`config.mk`:
```
export PLATFORM = sky130hd
export DESIGN_NAME = synth_lock_and_tuning_config
export DESIGN_NICKNAME = d
export VERILOG_FILES = /design/src/common/synth_cfg_pkg.sv /design/src/common/lock_if.sv /design/src/rtl/lock_detect.sv /design/src/rtl/cal_clock_div.sv /design/src/rtl/synth_lock_and_tuning_config.sv
export SDC_FILE = /design/constraint.sdc
export NUM_CORES = 1
export LEC_CHECK = 0
export BUFFER_PORTS_ARGS = -buffer_cell sky130_fd_sc_hd__buf_2
export CORE_MARGIN = 2
export CORE_UTILIZATION = 32
export CTS_CLUSTER_DIAMETER = 40
export DETAILED_ROUTE_END_ITERATION = 8
export PLACE_DENSITY_LB_ADDON = 0.05
export RECOVER_POWER = 25
export SETUP_SLACK_MARGIN = 0.3
export SLEW_MARGIN = 10
export SYNTH_ARGS = -nofsm -noshare
export SYNTH_HDL_FRONTEND = slang
export SYNTH_SLANG_ARGS = --single-unit
export TNS_END_PERCENT = 5
```
`constraint.sdc`:
```
create_clock -name clk_i -period 10.8 [get_ports clk_i]
set_clock_uncertainty 0.2 [all_clocks]
set_input_delay 0 -clock clk_i [delete_from_list [all_inputs] [get_ports clk_i]]
set_output_delay 0 -clock clk_i [all_outputs]
set_load 0.01 [all_outputs]
```
`src/common/synth_cfg_pkg.sv`:
```
// Notes on behaviour
// RL1: Output power code bits 25:23 drive both outputs; 2.6 V supply allows codes 0, 1.
// RL2: External oscillator select enables external buffer and powers down internal oscillators.
// RL3: Software keeps swing code within supply limit and sets low-supply flag at 2.6 V.
// RL4: Feedback select 0 feeds oscillator direct; 1 feeds it through output-1 divider.
// RL5: Software matches pump supply range code to pump supply; code 11 unused.
// RL6: Gain compensation on at 0; at 1 pump current fixed by programmed code.
// RL7: Detector polarity 0 standard, 1 inverted; inverted only for inverting loops.
// RL8: Reference mode 01 differential, 10 crystal, 11 single-ended, 00 reserved.
// RL9: Unlock mute bit set turns both output stages off while unlocked.
// RL10: Lock indicator high when locked; lock flag invert bit inverts it.
// RL11: Lock window code selects 2 ns to 16 ns in 2 ns steps.
// RL12: Lock count code selects 4, 8, 16, 64, 256, 1024, 2048, 4096 comparisons.
// RL13: Each low-power bit at 1 puts its sub-block in low power.
// RL14: Software writes zero to every reserved and test-only bit.
// RL15: Tuning word bit 26 enables modulator output dithering.
// RL16: Modulator order 00 third, 01 second, 10 first, 11 fourth.
// RL17: Manual tuning 0 runs auto calibration; 1 uses manual fields, inhibits calibration.
// RL18: Manual core 00 high, 01/11 low, 10 mid; sub-band 0 to 31.
// RL19: Tuning word bit 12 enables temperature compensation during calibration.
// RL20: Precharge occupies code plus one calibration slots, one to four.
// RL21: Accuracy boost adds two calibration slots; defaults off.
// RL22: Calibration clock divides by 1 to 511; zero means 511.
// RL23: Output-1 divider 000 direct, 001-110 divide 2 to 64, 111 reserved.
// RL24: Status bit reads 1 while loop locked.
// RL25: Lock after count consecutive in-window comparisons; unlock on one miss.
package synth_cfg_pkg;
	localparam int REG_W      = 27;
	localparam int ADDR_W     = 4;
	localparam int FRAME_BITS = 32;
	localparam logic [3:0] LOCK_OUT_OFS  = 4'h4;
	localparam logic [3:0] LOW_POWER_OFS = 4'h5;
	localparam logic [3:0] TUNING_OFS    = 4'h6;
	localparam logic [3:0] STATUS_OFS    = 4'hA;
	localparam logic [26:0] LOCK_OUT_RST  = 27'h000_0000;
	localparam logic [26:0] LOW_POWER_RST = 27'h000_0000;
	localparam logic [26:0] TUNING_RST    = 27'h000_0000;
	// Lock and output word
	localparam int OUT_PWR_POS    = 23;
	localparam int LOW_SUPPLY_POS = 22;
	localparam int EXT_OSC_POS    = 19;
	localparam int SWING_POS      = 15;
	localparam int FB_SEL_POS     = 14;
	localparam int PUMP_RANGE_POS = 12;
	localparam int GAIN_OFF_POS   = 11;
	localparam int POLARITY_POS   = 10;
	localparam int REF_MODE_POS   = 8;
	localparam int MUTE_EN_POS    = 7;
	localparam int LOCK_INV_POS   = 6;
	localparam int WINDOW_POS     = 3;
	localparam int COUNT_POS      = 0;
	// Low-power word: defined bits only
	localparam logic [12:0] LOW_POWER_MASK = 13'h1FF5;
	// Tuning word
	localparam int DITHER_POS     = 26;
	localparam int SRC_OFF_POS    = 25;
	localparam int SINK_OFF_POS   = 24;
	localparam int MOD_ORDER_POS  = 22;
	localparam int MOD_CLK_POS    = 21;
	localparam int MANUAL_POS     = 20;
	localparam int CORE_POS       = 18;
	localparam int SUBBAND_POS    = 13;
	localparam int TEMP_COMP_POS  = 12;
	localparam int PRECHARGE_POS  = 10;
	localparam int BOOST_POS      = 9;
	localparam int CAL_DIV_POS    = 0;
	// Status word
	localparam int LOCKED_POS     = 7;
	// Lock detector, calibration and output-1 divider
	localparam logic [4:0] WINDOW_STEP_NS = 5'h02;
	localparam logic [8:0] CAL_DIV_MAX    = 9'h1FF;
	localparam logic [2:0] BOOST_SLOTS    = 3'h2;
	localparam logic [2:0] DIV_RESERVED   = 3'h7;

	typedef logic [12:0] lock_count_t;

	function automatic lock_count_t lock_target(input logic [2:0] code);
		unique case (code)
			3'h0: lock_target = 13'h0004;
			3'h1: lock_target = 13'h0008;
			3'h2: lock_target = 13'h0010;
			3'h3: lock_target = 13'h0040;
			3'h4: lock_target = 13'h0100;
			3'h5: lock_target = 13'h0400;
			3'h6: lock_target = 13'h0800;
			3'h7: lock_target = 13'h1000;
		endcase
	endfunction : lock_target
endpackage : synth_cfg_pkg

```
`src/common/lock_if.sv`:
```
`timescale 1ns/100ps
interface lock_if;
	logic [2:0] window_code;
	logic [2:0] count_code;
	logic       cmp_valid;
	logic [4:0] cmp_err_ns;
	logic       locked;

	modport detector (
		input  window_code,
		input  count_code,
		input  cmp_valid,
		input  cmp_err_ns,
		output locked
	);
	modport ctrl (
		output window_code,
		output count_code,
		output cmp_valid,
		output cmp_err_ns,
		input  locked
	);
endinterface : lock_if

```
`src/rtl/lock_detect.sv`:
```
`timescale 1ns/100ps
module lock_detect (
	// Clock and reset
	input  wire logic clk_i,
	input  wire logic nrst_i,
	// Detector side
	lock_if.detector  lk
);
	import synth_cfg_pkg::*;

	lock_count_t count_reg;
	logic        locked_reg;

	// RL11 window decode
	wire logic [4:0] window_ns = 5'((lk.window_code + 3'h1) * WINDOW_STEP_NS);
	wire logic       in_window = lk.cmp_err_ns <= window_ns;
	// RL12 count target
	wire lock_count_t target    = lock_target(lk.count_code);
	wire lock_count_t count_inc = count_reg + 13'h0001;

	// RL25 consecutive passes
	always_ff @(posedge clk_i or negedge nrst_i) begin
		if (!nrst_i) begin
			count_reg  <= 13'h0000;
			locked_reg <= 1'b0;
		end else if (lk.cmp_valid) begin
			if (!in_window) begin
				count_reg  <= 13'h0000;
				locked_reg <= 1'b0;
			end else if (!locked_reg) begin
				count_reg  <= count_inc;
				locked_reg <= count_inc >= target;
			end
		end
	end

	assign lk.locked = locked_reg;
endmodule : lock_detect

```
`src/rtl/cal_clock_div.sv`:
```
`timescale 1ns/100ps
module cal_clock_div (
	// Clock and reset
	input  wire logic       clk_i,
	input  wire logic       nrst_i,
	// Ratio and tick
	input  wire logic [8:0] ratio_i,
	output logic            tick_o
);
	import synth_cfg_pkg::*;

	logic [8:0] cnt_reg;

	// RL22 zero means maximum
	wire logic [8:0] ratio_eff = (ratio_i == 9'h000) ? CAL_DIV_MAX : ratio_i;
	wire logic       wrap      = cnt_reg >= ratio_eff - 9'h001;

	always_ff @(posedge clk_i or negedge nrst_i) begin
		if (!nrst_i) begin
			cnt_reg <= 9'h000;
			tick_o  <= 1'b0;
		end else begin
			cnt_reg <= wrap ? 9'h000 : cnt_reg + 9'h001;
			tick_o  <= wrap;
		end
	end
endmodule : cal_clock_div

```
`src/rtl/synth_lock_and_tuning_config.sv`:
```
`timescale 1ns/100ps
module synth_lock_and_tuning_config (
	// Clock and reset
	input  wire logic       clk_i,
	input  wire logic       nrst_i,
	// Serial control port
	input  wire logic       spi_clk_i,
	input  wire logic       spi_data_i,
	input  wire logic       spi_latch_i,
	output logic            spi_data_o,
	output logic            spi_data_oe_o,
	// Phase comparison results
	input  wire logic       cmp_valid_i,
	input  wire logic [4:0] cmp_err_ns_i,
	// Output-1 divider select from the divider word
	input  wire logic [2:0] out1_div_sel_i,
	// Calibrator handshake and results
	input  wire logic       cal_start_i,
	input  wire logic [1:0] cal_core_i,
	input  wire logic [4:0] cal_band_i,
	output logic            cal_busy_o,
	output logic            cal_precharge_o,
	output logic            cal_boost_o,
	output logic            cal_done_o,
	output logic            cal_temp_comp_o,
	output logic            cal_clk_tick_o,
	// Output stages
	output logic [2:0]      output_power_level_o,
	output logic            out_stage_en_o,
	output logic            lock_pin_o,
	// Oscillator
	output logic            external_oscillator_select_o,
	output logic            int_osc_en_o,
	output logic            osc_low_supply_flag_o,
	output logic [3:0]      osc_swing_level_o,
	output logic [1:0]      osc_core_o,
	output logic [4:0]      osc_subband_o,
	// Feedback path
	output logic            fb_divided_o,
	output logic [2:0]      fb_div_log2_o,
	// Pump and detector
	output logic [1:0]      pump_supply_range_o,
	output logic            gain_comp_en_o,
	output logic            detector_invert_o,
	output logic            pump_source_test_off_o,
	output logic            pump_sink_test_off_o,
	// Reference input
	output logic            ref_diff_en_o,
	output logic            ref_xtal_en_o,
	output logic            ref_single_en_o,
	// Low-power controls
	output logic [12:0]     low_power_o,
	// Modulator
	output logic            dither_en_o,
	output logic [2:0]      modulator_order_o,
	output logic            modulator_clock_test_off_o
);
	import synth_cfg_pkg::*;

	typedef enum logic [1:0] {
		CAL_IDLE,
		CAL_PRECHARGE,
		CAL_BOOST
	} cal_state_t;

	logic [26:0] lock_out_reg;
	logic [26:0] low_power_reg;
	logic [26:0] tuning_reg;

	// Serial port state
	logic        sclk_reg;
	logic        latch_reg;
	logic [31:0] shift_reg;
	logic [5:0]  bit_cnt_reg;
	logic [26:0] rd_shift_reg;
	logic        rd_active_reg;

	// Calibration state
	cal_state_t  cal_state_reg;
	cal_state_t  cal_state_next;
	logic [2:0]  slot_reg;
	logic [2:0]  slot_next;
	logic [1:0]  res_core_reg;
	logic [4:0]  res_band_reg;
	logic        done_reg;

	lock_if lk ();

	// Serial frame: read flag, 4 address bits, 27 data bits, MSB first
	wire logic       sclk_rise  = spi_clk_i & ~sclk_reg;
	wire logic       latch_rise = spi_latch_i & ~latch_reg;
	wire logic       frame_on   = ~spi_latch_i;
	wire logic       frame_full = bit_cnt_reg == 6'(FRAME_BITS);
	wire logic       is_read    = shift_reg[31];
	wire logic [3:0] wr_addr    = shift_reg[30:27];
	wire logic [26:0] wr_data   = shift_reg[26:0];
	wire logic       do_write   = latch_rise & frame_full & ~is_read;
	wire logic       wr_lock    = do_write & (wr_addr == LOCK_OUT_OFS);
	wire logic       wr_lp      = do_write & (wr_addr == LOW_POWER_OFS);
	wire logic       wr_tune    = do_write & (wr_addr == TUNING_OFS);
	wire logic       hdr_done   = sclk_rise & frame_on
		& (bit_cnt_reg == 6'(ADDR_W));
	wire logic       hdr_read   = shift_reg[ADDR_W-1];
	wire logic [3:0] rd_addr    = {shift_reg[2:0], spi_data_i};
	wire logic       locked     = lk.locked;

	// RL24 lock status readback
	wire logic [26:0] status_word = 27'(locked) << LOCKED_POS;
	logic [26:0] rd_word;
	always_comb begin
		unique case (rd_addr)
			LOCK_OUT_OFS:  rd_word = lock_out_reg;
			LOW_POWER_OFS: rd_word = low_power_reg;
			TUNING_OFS:    rd_word = tuning_reg;
			STATUS_OFS:    rd_word = status_word;
			default:       rd_word = 27'h000_0000;
		endcase
	end

	always_ff @(posedge clk_i or negedge nrst_i) begin
		if (!nrst_i) begin
			sclk_reg  <= 1'b0;
			latch_reg <= 1'b1;
		end else begin
			sclk_reg  <= spi_clk_i;
			latch_reg <= spi_latch_i;
		end
	end

	// Bits past 33 are dropped; a 33rd bit takes the count to 33, so a long frame never commits
	always_ff @(posedge clk_i or negedge nrst_i) begin
		if (!nrst_i) begin
			shift_reg   <= 32'h0000_0000;
			bit_cnt_reg <= 6'h00;
		end else if (latch_rise) begin
			bit_cnt_reg <= 6'h00;
		end else if (sclk_rise & frame_on & (bit_cnt_reg < 6'h21)) begin
			shift_reg   <= {shift_reg[30:0], spi_data_i};
			bit_cnt_reg <= bit_cnt_reg + 6'h01;
		end
	end

	// Read data leaves on the edge that takes the last address bit
	always_ff @(posedge clk_i or negedge nrst_i) begin
		if (!nrst_i) begin
			rd_shift_reg  <= 27'h000_0000;
			rd_active_reg <= 1'b0;
		end else if (latch_rise) begin
			rd_active_reg <= 1'b0;
		end else if (hdr_done) begin
			rd_shift_reg  <= rd_word;
			rd_active_reg <= hdr_read;
		end else if (sclk_rise & frame_on & rd_active_reg) begin
			rd_shift_reg  <= {rd_shift_reg[25:0], 1'b0};
		end
	end

	assign spi_data_o    = rd_shift_reg[26];
	assign spi_data_oe_o = rd_active_reg & frame_on;

	// Reserved bits are stored as written; software keeps them zero
	// RL14 reserved bits stored
	always_ff @(posedge clk_i or negedge nrst_i) begin
		if (!nrst_i) begin
			lock_out_reg  <= LOCK_OUT_RST;
			low_power_reg <= LOW_POWER_RST;
			tuning_reg    <= TUNING_RST;
		end else begin
			if (wr_lock)
				lock_out_reg  <= wr_data;
			if (wr_lp)
				low_power_reg <= wr_data;
			if (wr_tune)
				tuning_reg    <= wr_data;
		end
	end

	// Lock detector
	assign lk.window_code = lock_out_reg[WINDOW_POS +: 3];
	assign lk.count_code  = lock_out_reg[COUNT_POS +: 3];
	assign lk.cmp_valid   = cmp_valid_i;
	assign lk.cmp_err_ns  = cmp_err_ns_i;

	lock_detect u_lock (
		.clk_i  (clk_i),
		.nrst_i (nrst_i),
		.lk     (lk.detector)
	);

	// RL1 output power
	assign output_power_level_o = lock_out_reg[OUT_PWR_POS +: 3];
	// RL9 mute on unlock
	assign out_stage_en_o = ~(lock_out_reg[MUTE_EN_POS] & ~locked);
	// RL10 lock pin polarity
	assign lock_pin_o = locked ^ lock_out_reg[LOCK_INV_POS];

	// RL2 oscillator source
	assign external_oscillator_select_o = lock_out_reg[EXT_OSC_POS];
	assign int_osc_en_o = ~lock_out_reg[EXT_OSC_POS];
	// RL3 supply-dependent settings passed through
	assign osc_low_supply_flag_o = lock_out_reg[LOW_SUPPLY_POS];
	assign osc_swing_level_o     = lock_out_reg[SWING_POS +: 4];

	// RL4 feedback path
	assign fb_divided_o = lock_out_reg[FB_SEL_POS];
	// RL23 reserved divider code runs direct
	wire logic [2:0] out1_log2 = (out1_div_sel_i == DIV_RESERVED)
		? 3'h0 : out1_div_sel_i;
	assign fb_div_log2_o = fb_divided_o ? out1_log2 : 3'h0;

	// RL5 pump supply range
	assign pump_supply_range_o = lock_out_reg[PUMP_RANGE_POS +: 2];
	// RL6 gain compensation
	assign gain_comp_en_o = ~lock_out_reg[GAIN_OFF_POS];
	// RL7 detector polarity
	assign detector_invert_o = lock_out_reg[POLARITY_POS];
	assign pump_source_test_off_o = tuning_reg[SRC_OFF_POS];
	assign pump_sink_test_off_o   = tuning_reg[SINK_OFF_POS];

	// RL8 reference mode; reserved code enables nothing
	wire logic [1:0] ref_mode = lock_out_reg[REF_MODE_POS +: 2];
	assign ref_diff_en_o   = ref_mode == 2'h1;
	assign ref_xtal_en_o   = ref_mode == 2'h2;
	assign ref_single_en_o = ref_mode == 2'h3;

	// RL13 low-power bits
	assign low_power_o = low_power_reg[12:0] & LOW_POWER_MASK;

	// RL15 dithering
	assign dither_en_o = tuning_reg[DITHER_POS];
	assign modulator_clock_test_off_o = tuning_reg[MOD_CLK_POS];
	// RL16 modulator order
	wire logic [1:0] order_code = tuning_reg[MOD_ORDER_POS +: 2];
	always_comb begin
		unique case (order_code)
			2'h0: modulator_order_o = 3'h3;
			2'h1: modulator_order_o = 3'h2;
			2'h2: modulator_order_o = 3'h1;
			2'h3: modulator_order_o = 3'h4;
		endcase
	end

	// RL17 manual or automatic tuning
	wire logic       manual    = tuning_reg[MANUAL_POS];
	// RL18 codes 01 and 11 both mean the low core
	wire logic [1:0] man_core  = tuning_reg[CORE_POS +: 2];
	wire logic [1:0] core_norm = (man_core == 2'h3) ? 2'h1 : man_core;
	assign osc_core_o    = manual ? core_norm : res_core_reg;
	assign osc_subband_o = manual ? tuning_reg[SUBBAND_POS +: 5]
		: res_band_reg;

	// RL19 temperature compensation
	assign cal_temp_comp_o = tuning_reg[TEMP_COMP_POS] & cal_busy_o;

	// RL22 calibration clock
	cal_clock_div u_cal_div (
		.clk_i   (clk_i),
		.nrst_i  (nrst_i),
		.ratio_i (tuning_reg[CAL_DIV_POS +: 9]),
		.tick_o  (cal_clk_tick_o)
	);

	// RL20 precharge slot count
	wire logic [2:0] pre_slots = {1'b0, tuning_reg[PRECHARGE_POS +: 2]}
		+ 3'h1;
	// RL21 accuracy boost
	wire logic       boost_en  = tuning_reg[BOOST_POS];
	wire logic       slot_last_pre   = slot_reg == pre_slots - 3'h1;
	wire logic       slot_last_boost = slot_reg == BOOST_SLOTS - 3'h1;

	// RL17 start ignored while manual
	always_comb begin
		cal_state_next = cal_state_reg;
		slot_next      = slot_reg;
		unique case (cal_state_reg)
			CAL_IDLE: begin
				slot_next = 3'h0;
				if (cal_start_i & ~manual)
					cal_state_next = CAL_PRECHARGE;
			end
			CAL_PRECHARGE: begin
				if (cal_clk_tick_o) begin
					slot_next = slot_reg + 3'h1;
					if (slot_last_pre) begin
						slot_next      = 3'h0;
						cal_state_next = boost_en ? CAL_BOOST : CAL_IDLE;
					end
				end
			end
			CAL_BOOST: begin
				if (cal_clk_tick_o) begin
					slot_next = slot_reg + 3'h1;
					if (slot_last_boost) begin
						slot_next      = 3'h0;
						cal_state_next = CAL_IDLE;
					end
				end
			end
			default: begin
				slot_next      = 3'h0;
				cal_state_next = CAL_IDLE;
			end
		endcase
	end

	wire logic cal_finish = (cal_state_reg != CAL_IDLE)
		& (cal_state_next == CAL_IDLE);

	always_ff @(posedge clk_i or negedge nrst_i) begin
		if (!nrst_i) begin
			cal_state_reg <= CAL_IDLE;
			slot_reg      <= 3'h0;
			done_reg      <= 1'b0;
		end else begin
			cal_state_reg <= cal_state_next;
			slot_reg      <= slot_next;
			done_reg      <= cal_finish;
		end
	end

	// Calibrator result is held so the selection stays stable
	always_ff @(posedge clk_i or negedge nrst_i) begin
		if (!nrst_i) begin
			res_core_reg <= 2'h0;
			res_band_reg <= 5'h00;
		end else if (cal_finish) begin
			res_core_reg <= (cal_core_i == 2'h3) ? 2'h1 : cal_core_i;
			res_band_reg <= cal_band_i;
		end
	end

	assign cal_busy_o      = cal_state_reg != CAL_IDLE;
	assign cal_precharge_o = cal_state_reg == CAL_PRECHARGE;
	assign cal_boost_o     = cal_state_reg == CAL_BOOST;
	assign cal_done_o      = done_reg;
endmodule : synth_lock_and_tuning_config

```
==> results of run 1 <==
## layout make-up
| cell class | count | area share |
|---|---|---|
| Timing Repair Buffer | 101 | 0.0524 |
| Clock buffer | 18 | 0.0398 |
| Sequential cell | 186 | 0.431 |
| Clock inverter | 14 | 0.0124 |
| Tap cell | 390 | 0.0452 |
| Inverter | 23 | 0.00800 |
| Multi-Input combinational cell | 526 | 0.411 |
## logic make-up after synthesis
group / Yosys count
multiplexers: 127
buffers and inverters: 87
AO/OA/AOI/OAI: 159
XOR/XNOR: 30
other: 1
AND/OR/NAND/NOR: 174
flip-flops: 186
adder cells (fa/ha/maj): 34
## per-stage QoR
stage / instance area, sq um / util / std cells / setup slack, ns / hold WS [ns]
3_5_place_dp: 10100 / 0.343 / 1210 / 6.87 / -0.0628
5_1_grt: 10800 / 0.366 / 1258 / 6.47 / 0.0354
6_report: 10800 / 0.366 / 1258 / 6.81 / 0.0512
4_1_cts: 10800 / 0.367 / 1256 / 6.82 / 0.0138
3_3_place_gp: 10100 / 0.343 / 1210 / 7.07 / -0.0675
2_1_floorplan: 9530 / - / 799 / 7.20 / -0.496
## synth_stat cells, types with 9 or more instances
cell type | n | area, sq um
sky130_fd_sc_hd__xor2_1 | 13 | 114
sky130_fd_sc_hd__nand3b_1 | 11 | 82.6
sky130_fd_sc_hd__clkbuf_1 | 20 | 75.1
sky130_fd_sc_hd__a22o_1 | 11 | 96.3
sky130_fd_sc_hd__a222oi_1 | 27 | 270
sky130_fd_sc_hd__a21oi_1 | 19 | 95.1
sky130_fd_sc_hd__inv_1 | 23 | 86.3
sky130_fd_sc_hd__a211oi_1 | 9 | 67.6
sky130_fd_sc_hd__dfrtp_1 | 185 | 4630
sky130_fd_sc_hd__ha_1 | 34 | 425
sky130_fd_sc_hd__a2bb2oi_2 | 16 | 240
sky130_fd_sc_hd__buf_2 | 9 | 45.0
sky130_fd_sc_hd__nand2b_1 | 10 | 62.6
sky130_fd_sc_hd__o21ai_0 | 21 | 105
sky130_fd_sc_hd__xnor2_1 | 17 | 149
sky130_fd_sc_hd__mux2_2 | 123 | 1390
sky130_fd_sc_hd__a21oi_2 | 17 | 149
sky130_fd_sc_hd__nor2_1 | 60 | 225
sky130_fd_sc_hd__nand3_1 | 16 | 80.1
sky130_fd_sc_hd__buf_4 | 26 | 195
sky130_fd_sc_hd__nand2_1 | 27 | 101
## what timing repair did
action,4_1_cts,5_1_grt
resized for setup,0,0
endpoints found under the hold margin,161,43
hold buffers,14,1
## cells in the final DEF, fill, tap and decap left out, drive strengths merged, types with 5 or more instances in the layout
cell type and n:
clkbuf 64, o21ai 21, a211oi 10, nor2 60
ha 34, nand3b 11, dlygate4sd3 15, nand3 16
a222oi 27, nand2b 10, nor3 8, a21oi 36
xor2 13, nand2 27, buf 40, inv 29
mux2 123, dfrtp 185, o21a 5, clkinv 5
a22o 11, nor4 7, xnor2 17, or3b 5
a2bb2oi 22, o22ai 7, nor3b 5, nor2b 8
## worst reg2reg max path, delay by kind of cell, from the launching register on
family | cells | cell delay (ns)
compound gates | 3 | 0.86
flops | 1 | 0.44
fa+ha+maj | 2 | 0.55
simple gates | 6 | 1.71
buf+inv | 1 | 0.11
## power by group
part / internal [mW] / switching (mW) / leakage, nW / total (mW)
combinational: 0.0482 / 0.0697 / 2.15 / 0.118
sequential: 0.723 / 0.0386 / 2.53 / 0.762
clock: 0.324 / 0.289 / 0.277 / 0.613
## routing by layer
layer  wire [microns]  GRT usage  vias up
met1            11000      0.207     3291
met4              157     0.0362        0
li1                 -          -     3034
met2            10900      0.250       92
met5                0          0        -
met3              742     0.0286        7
## how the worst min path moves through the flow
stage,from,end,depth (start not counted),slack [ns]
2_1_floorplan,nrst_i,bit_cnt_reg[0],0,-0.50
3_3_place_gp,spi_clk_i,sclk_reg,1,-0.07
3_5_place_dp,spi_clk_i,sclk_reg,1,-0.06
4_1_cts,spi_latch_i,latch_reg,2,0.01
5_1_grt,spi_latch_i,latch_reg,2,0.04
6_report,spi_latch_i,latch_reg,2,0.05
==> metrics.md, run 1 <==
| Metric | Value |
|---|---|
| Outcome | finished, violations left |
| Failing checks | capacitance limit, slew limit |
| Height of the die | roughly 180 microns |
| Post-detailed-route wirelength per cell | 18.1 microns |
| Number of buffers inserted to repair setup after CTS | 0 |
| Area fraction in compound gates after synthesis | 0.142 |
| Chip width | 177 microns |
| Total congestion overflow | 0 |
| Peak supply drop | 0.0857 mV |
| Async SR Flop Fraction | 1.00 |
| Kind of critical path | reg2reg |
| Class of the tightest hold or removal check | in2reg |
| R2R depth | 12 |
| Register Area | 0.00466 sq mm |
| Number of clock sinks seen by CTS | 186 |
| Nature of the critical path endpoint | register |
| Input/output buffers | 77 |
| Multi-input gate area in the final layout | 0.00443 sq mm |
| Tot GR Track Use | 0.152 |
| Cells after Synth | about 800 |
| Buffers & Inverters on Critical Path | 1 |
| Share of post-route cells with drive strength above 1 | 0.280 |
| Synthesized area divided by synthesized cell count | 11.9 sq um |
| Flip-flop count of the largest register, all copies and words added | 32 |
| Count of yosys warnings during synthesis | 0 |
| R2r setup slk | 6.81 ns |
| Slowest cell on crit path | sky130_fd_sc_hd__or4_1 |
| Slew HR | -0.783 |
| XOR/XNOR Fraction of Synth Area | 0.0276 |
| Post-synthesis mux area share | 0.150 |
| Largest net degree at the start of global routing | 132 |
| Maximum frequency from static timing analysis | 251 MHz |
| TritonCTS clock tree | built |
| Number of standard-cell rows in the floorplan | 63 |
| Max Cap Violations | 1 |
| Cells along the critical path | or4_1, or3_1, nor4_4, nor2_1, ha_1, inv_1, nor3_1, nor3b_1, ha_1, a211o_1, a41o_1, a211oi_1 |
| Clock Root Buffer | sky130_fd_sc_hd__clkbuf_16 |
| LEAKAGE | between 4 and 5 nW |
| Total number of cells along the worst setup path | 12 |
| Mapped Area | 0.00953 sq mm |
| DRC Markers | 0 |
| Min Tclk post-route | about 4.0 ns |
| Clock transition at the registers of the reported paths | approximately 0.07 ns |
| Power per standard cell area | 138 mW/mm^2 |
| Via count | between 6000 and 7000 |
| Count of distinct cell types in the synthesized netlist | 65 |
| Category of the worst setup path launch point | register |
| Arithmetic-cell share of the synthesized area counting full adders, half adders and majority gates | 0.0447 |
| Number of register bits inferred by synthesis | approximately 190 |
| Top cell by count, worst path | sky130_fd_sc_hd__ha_1 |
| Actual slew at the worst max-slew pin | 2.67 ns |
| Worst Setup EP | u_cal_div.cnt_reg[2] |
| # setup viols final | 0 |
| First-pass iteration count of the detailed router | 7 |
| Number of nets in the final layout | a little over 900 |
| Number of buffers created by CTS | 17 |
| Predominant post-synthesis flop cell | sky130_fd_sc_hd__dfrtp_1 |
| Area growth, synth to finish | 13.3% |
| DRC marker count from the first detailed-route iteration | 380 |
| Post-synth EDFFs | 0 |
| Share of synthesized cell area in and, or, nand and nor gates | 0.0964 |
| Antenna Violating Nets Remaining | 0 |
| Antenna cells | 0 |
| Crit path required time | 10.93 ns |
| Post-detail-place hpwl | about 15000 microns |
| Initial antenna violation count | 0 |
| Initial core utilization | 0.323 |
| Largest delay contributor family on the critical path | simple AND/OR/NAND/NOR gates |
| Post-route clock period utilization | 0.369 |
| Number of levels in the clock H-tree | 4 |
| Delay contributed by the slowest stage of the critical path | 0.59 ns |
| Number of filler instances in the final layout | 2912 |
| Number of global-route vias before repair | 6609 |
| Unrepaired setup endpoints after global routing | no |
| Clk buf depth | 2 |
| Total die area | around 0.031 sq mm |
| Overall power of the completed layout | between 1 and 1.5 mW |
| Setup TNS | 0 ns |
| Worst endpoint data arrival time | 4.11 ns |
| Destination of the worst register-to-register timing path | u_cal_div.cnt_reg[2] |
| Largest family of logic cells by synthesized area | multiplexers |
| Slew Limit Fails | 45 |
| Count of endpoints failing hold in the final timing report | 0 |
| Via count normalized by instance count | 5.11 |
| Final wirelength | about 23000 microns |
| RePlAce Congestion | 0.786 |
| Fraction of the yosys area taken by sequential cells | 0.489 |
| Startpoint of the most critical setup path | tuning_reg[2] |
| Clock latency reported for the late side of the worst-skew pair | 0.43 ns |
| Peak fanout along the critical path | 10 |
| Core Area | 0.0295 sq mm |
| FF-to-FF Start | tuning_reg[2] |
| Total I/O pin count | 80 |
| Wire length of the first global-routing pass | 37000 microns |
No activity file was read; power rests on OpenSTA's default activity.
==> run 2: changes to the inputs <==
clock period = 4.1 ns   (was 10.8 ns; I/O delays follow)
==> run 2 against run 1 <==
The flow still finishes with violations (capacitance limit, slew limit). Final area increased by 1.5%. Clock-buffer cell count unchanged. Critical path depth unchanged. Via count increased by 0.22%. Hold slack got worse by 0.0058 ns. Total power increased to 2.7 times the previous value. Register-to-register slack got worse by 6.3 ns. Wire length increased by 0.58%. Critical endpoint unchanged. Largest cell class unchanged. Largest power group unchanged. Highest routed layer unchanged.
==> metrics.md, run 2 (same netlist as run 1, synthesis figures left out) <==
| Metric | Value |
|---|---|
| Outcome | finished, violations left |
| Failing checks | capacitance limit, slew limit |
| Most frequent cells in the layout | 185 x sky130_fd_sc_hd__dfrtp_1, 123 x sky130_fd_sc_hd__mux2_2, 64 x sky130_fd_sc_hd__buf_2, 59 x sky130_fd_sc_hd__nor2_1, 33 x sky130_fd_sc_hd__ha_1 |
| Clock latency reported for the late side of the worst-skew pair | 0.43 ns (about the same) |
| Input/output buffers | 77 (unchanged) |
| DRC Markers | 0 (unchanged) |
| Most common library cell in the layout ignoring fill and taps | sky130_fd_sc_hd__dfrtp_1 |
| Post-detailed-route wirelength per cell | 18.1 microns (about the same) |
| Cells along the critical path | or4_4, or3_4, nor4_4, nor2_1, ha_2, inv_1, o21ai_0, nor3b_2, ha_1, a211o_1, a41o_4, a211oi_1 |
| Flip-flop count of the largest register, all copies and words added | 32 (unchanged) |
| Max Cap Violations | 1 (unchanged) |
| Actual slew at the worst max-slew pin | 2.54 ns (-0.131 ns) |
| LEAKAGE | 5.14 nW (+3.7%) |
| Total congestion overflow | 0 (unchanged) |
| Share of post-route cells with drive strength above 1 | 0.336 (+0.0560) |
| Class of the tightest hold or removal check | in2reg |
| Initial core utilization | 0.323 (unchanged) |
| Number of nets in the final layout | 918 (+0.77%) |
| Unrepaired setup endpoints after global routing | yes |
| Area growth, synth to finish | 15.0% |
| Clock transition at the registers of the reported paths | 0.08 ns (about the same) |
| Min Tclk post-route | 3.63 ns (-0.357 ns) |
| Via count | 6438 (+0.22%) |
| Dpl cell area | 0.0102 sq mm (+0.37%) |
| Setup TNS | 0 ns (unchanged) |
| DP Worst Slack | 0.229 ns (-6.64 ns) |
| Wire length of the first global-routing pass | 37500 microns (+1.5%) |
| Final wirelength | 22900 microns (+0.58%) |
| Slew Limit Fails | 99 (+120%) |
| Number of non-filler instances in the completed layout | 1265 (+0.56%) |
| Setup slack after layout | 0.470 ns (-6.34 ns) |
| Nature of the critical path endpoint | register |
| Peak supply drop | 0.280 mV (+230%) |
| Slowest cell on crit path | sky130_fd_sc_hd__or4_4 |
| Number of levels in the clock H-tree | 4 (unchanged) |
| Total die area | 0.0312 sq mm (unchanged) |
| RePlAce Congestion | 0.787 (+0.13%) |
| Core Area | 0.0295 sq mm (unchanged) |
| Initial antenna violation count | 0 (unchanged) |
| Via count normalized by instance count | 5.09 (-0.34%) |
| Height of the die | 177 microns (unchanged) |
| Kind of critical path | reg2reg |
| Crit path required time | 4.24 ns (-6.69 ns) |
| Worst endpoint data arrival time | 3.77 ns (-0.34 ns) |
| Overall power of the completed layout | 3.99 mW (+170%) |
| Number of global-route vias before repair | 6744 (+2.0%) |
| Clock Root Buffer | sky130_fd_sc_hd__clkbuf_16 |
| Count of placed standard cells including taps | 1215 (+0.41%) |
| Total I/O pin count | 80 (unchanged) |
| Slew HR | -0.695 (+0.0871) |
| Share of the core filled with cells | 0.372 (+0.00548) |
| Peak fanout along the critical path | 10 (unchanged) |
| DRC marker count from the first detailed-route iteration | 408 (+7.4%) |
| Worst-case hold slack | 0.0454 ns (-0.00585 ns) |
| Largest net degree at the start of global routing | 99 (-25%) |
| Post-route clock period utilization | 0.885 (+0.516) |
| Antenna cells | 0 (unchanged) |
| Post-detail-place hpwl | 15100 microns (+2.4%) |
| Buffers & Inverters on Critical Path | 1 (unchanged) |
| Antenna Violating Nets Remaining | 0 (unchanged) |
| Category of the worst setup path launch point | register |
| Number of buffers created by CTS | 17 (unchanged) |
| Number of clock sinks seen by CTS | 186 (unchanged) |
| Final design area excluding fillers | 0.0110 sq mm (+1.5%) |
| Maximum frequency from static timing analysis | 275 MHz (+9.8%) |
| Delay contributed by the slowest stage of the critical path | 0.56 ns (-0.03 ns) |
| Chip width | 177 microns (unchanged) |
| First-pass iteration count of the detailed router | 6 (-1) |
| Clk buf depth | 2 (unchanged) |
| Tot GR Track Use | 0.153 (+0.000922) |
| Power per standard cell area | 364 mW/mm^2 (+160%) |
| # setup viols final | 0 (unchanged) |
| Number of standard-cell rows in the floorplan | 63 (unchanged) |
| Count of endpoints failing hold in the final timing report | 0 (unchanged) |
| TritonCTS clock tree | built |
| Largest delay contributor family on the critical path | simple AND/OR/NAND/NOR gates |
[run 2: worst min-delay path, delay by kind of cell]
family | cells | cell delay [ns]
AO/OA/AOI/OAI | 3 | 0.28
buffers and inverters | 2 | 0.26
AND/OR/NAND/NOR | 1 | 0.09
[run 2: worst paths after layout]
path | slack (ns) | startpoint | depth (start not counted) | end
setup / recovery | 0.47 | tuning_reg[3] | 12 | u_cal_div.cnt_reg[2]
hold / removal | 0.05 | cmp_err_ns_i[0] | 6 | u_lock.count_reg[12]
setup reg to reg | 0.47 | tuning_reg[3] | 12 | u_cal_div.cnt_reg[2]
hold reg to reg | 0.30 | rd_shift_reg[0] | 2 | rd_shift_reg[0]
max in group asynchronous | 1.44 | nrst_i | 3 | latch_reg
min in group asynchronous | 0.67 | nrst_i | 2 | slot_reg[2]
[run 2: metal layers]
layer	GRT usage	part of all wire
met1	0.210	0.47
met2	0.251	0.49
met3	0.0278	0.036
met4	0.0368	0.0064
met5	0	0
[run 2: where the power goes]
part	switching, mW	leakage, nW	total [mW]	internal, mW
combinational	0.182	2.31	0.308	0.126
sequential	0.103	2.53	2.01	1.90
clock	0.832	0.297	1.68	0.844
total	1.12	5.14	3.99	2.87
[run 2: timing repair]
action                     CTS  global route
hold buffers                13             0
pin swaps                    1             1
hold endpoints to repair   124             0
setup endpoints to repair    9            10
resized for setup            4             5
buffers inserted             4             1
[run 2: layout make-up]
class,instances,area (sq um)
Clock buffer,18,439
Tap cell,390,488
Timing Repair Buffer,108,636
Sequential cell,186,4660
Inverter,23,86.3
Multi-Input combinational cell,526,4470
Fill cell,2917,18500
Clock inverter,14,178
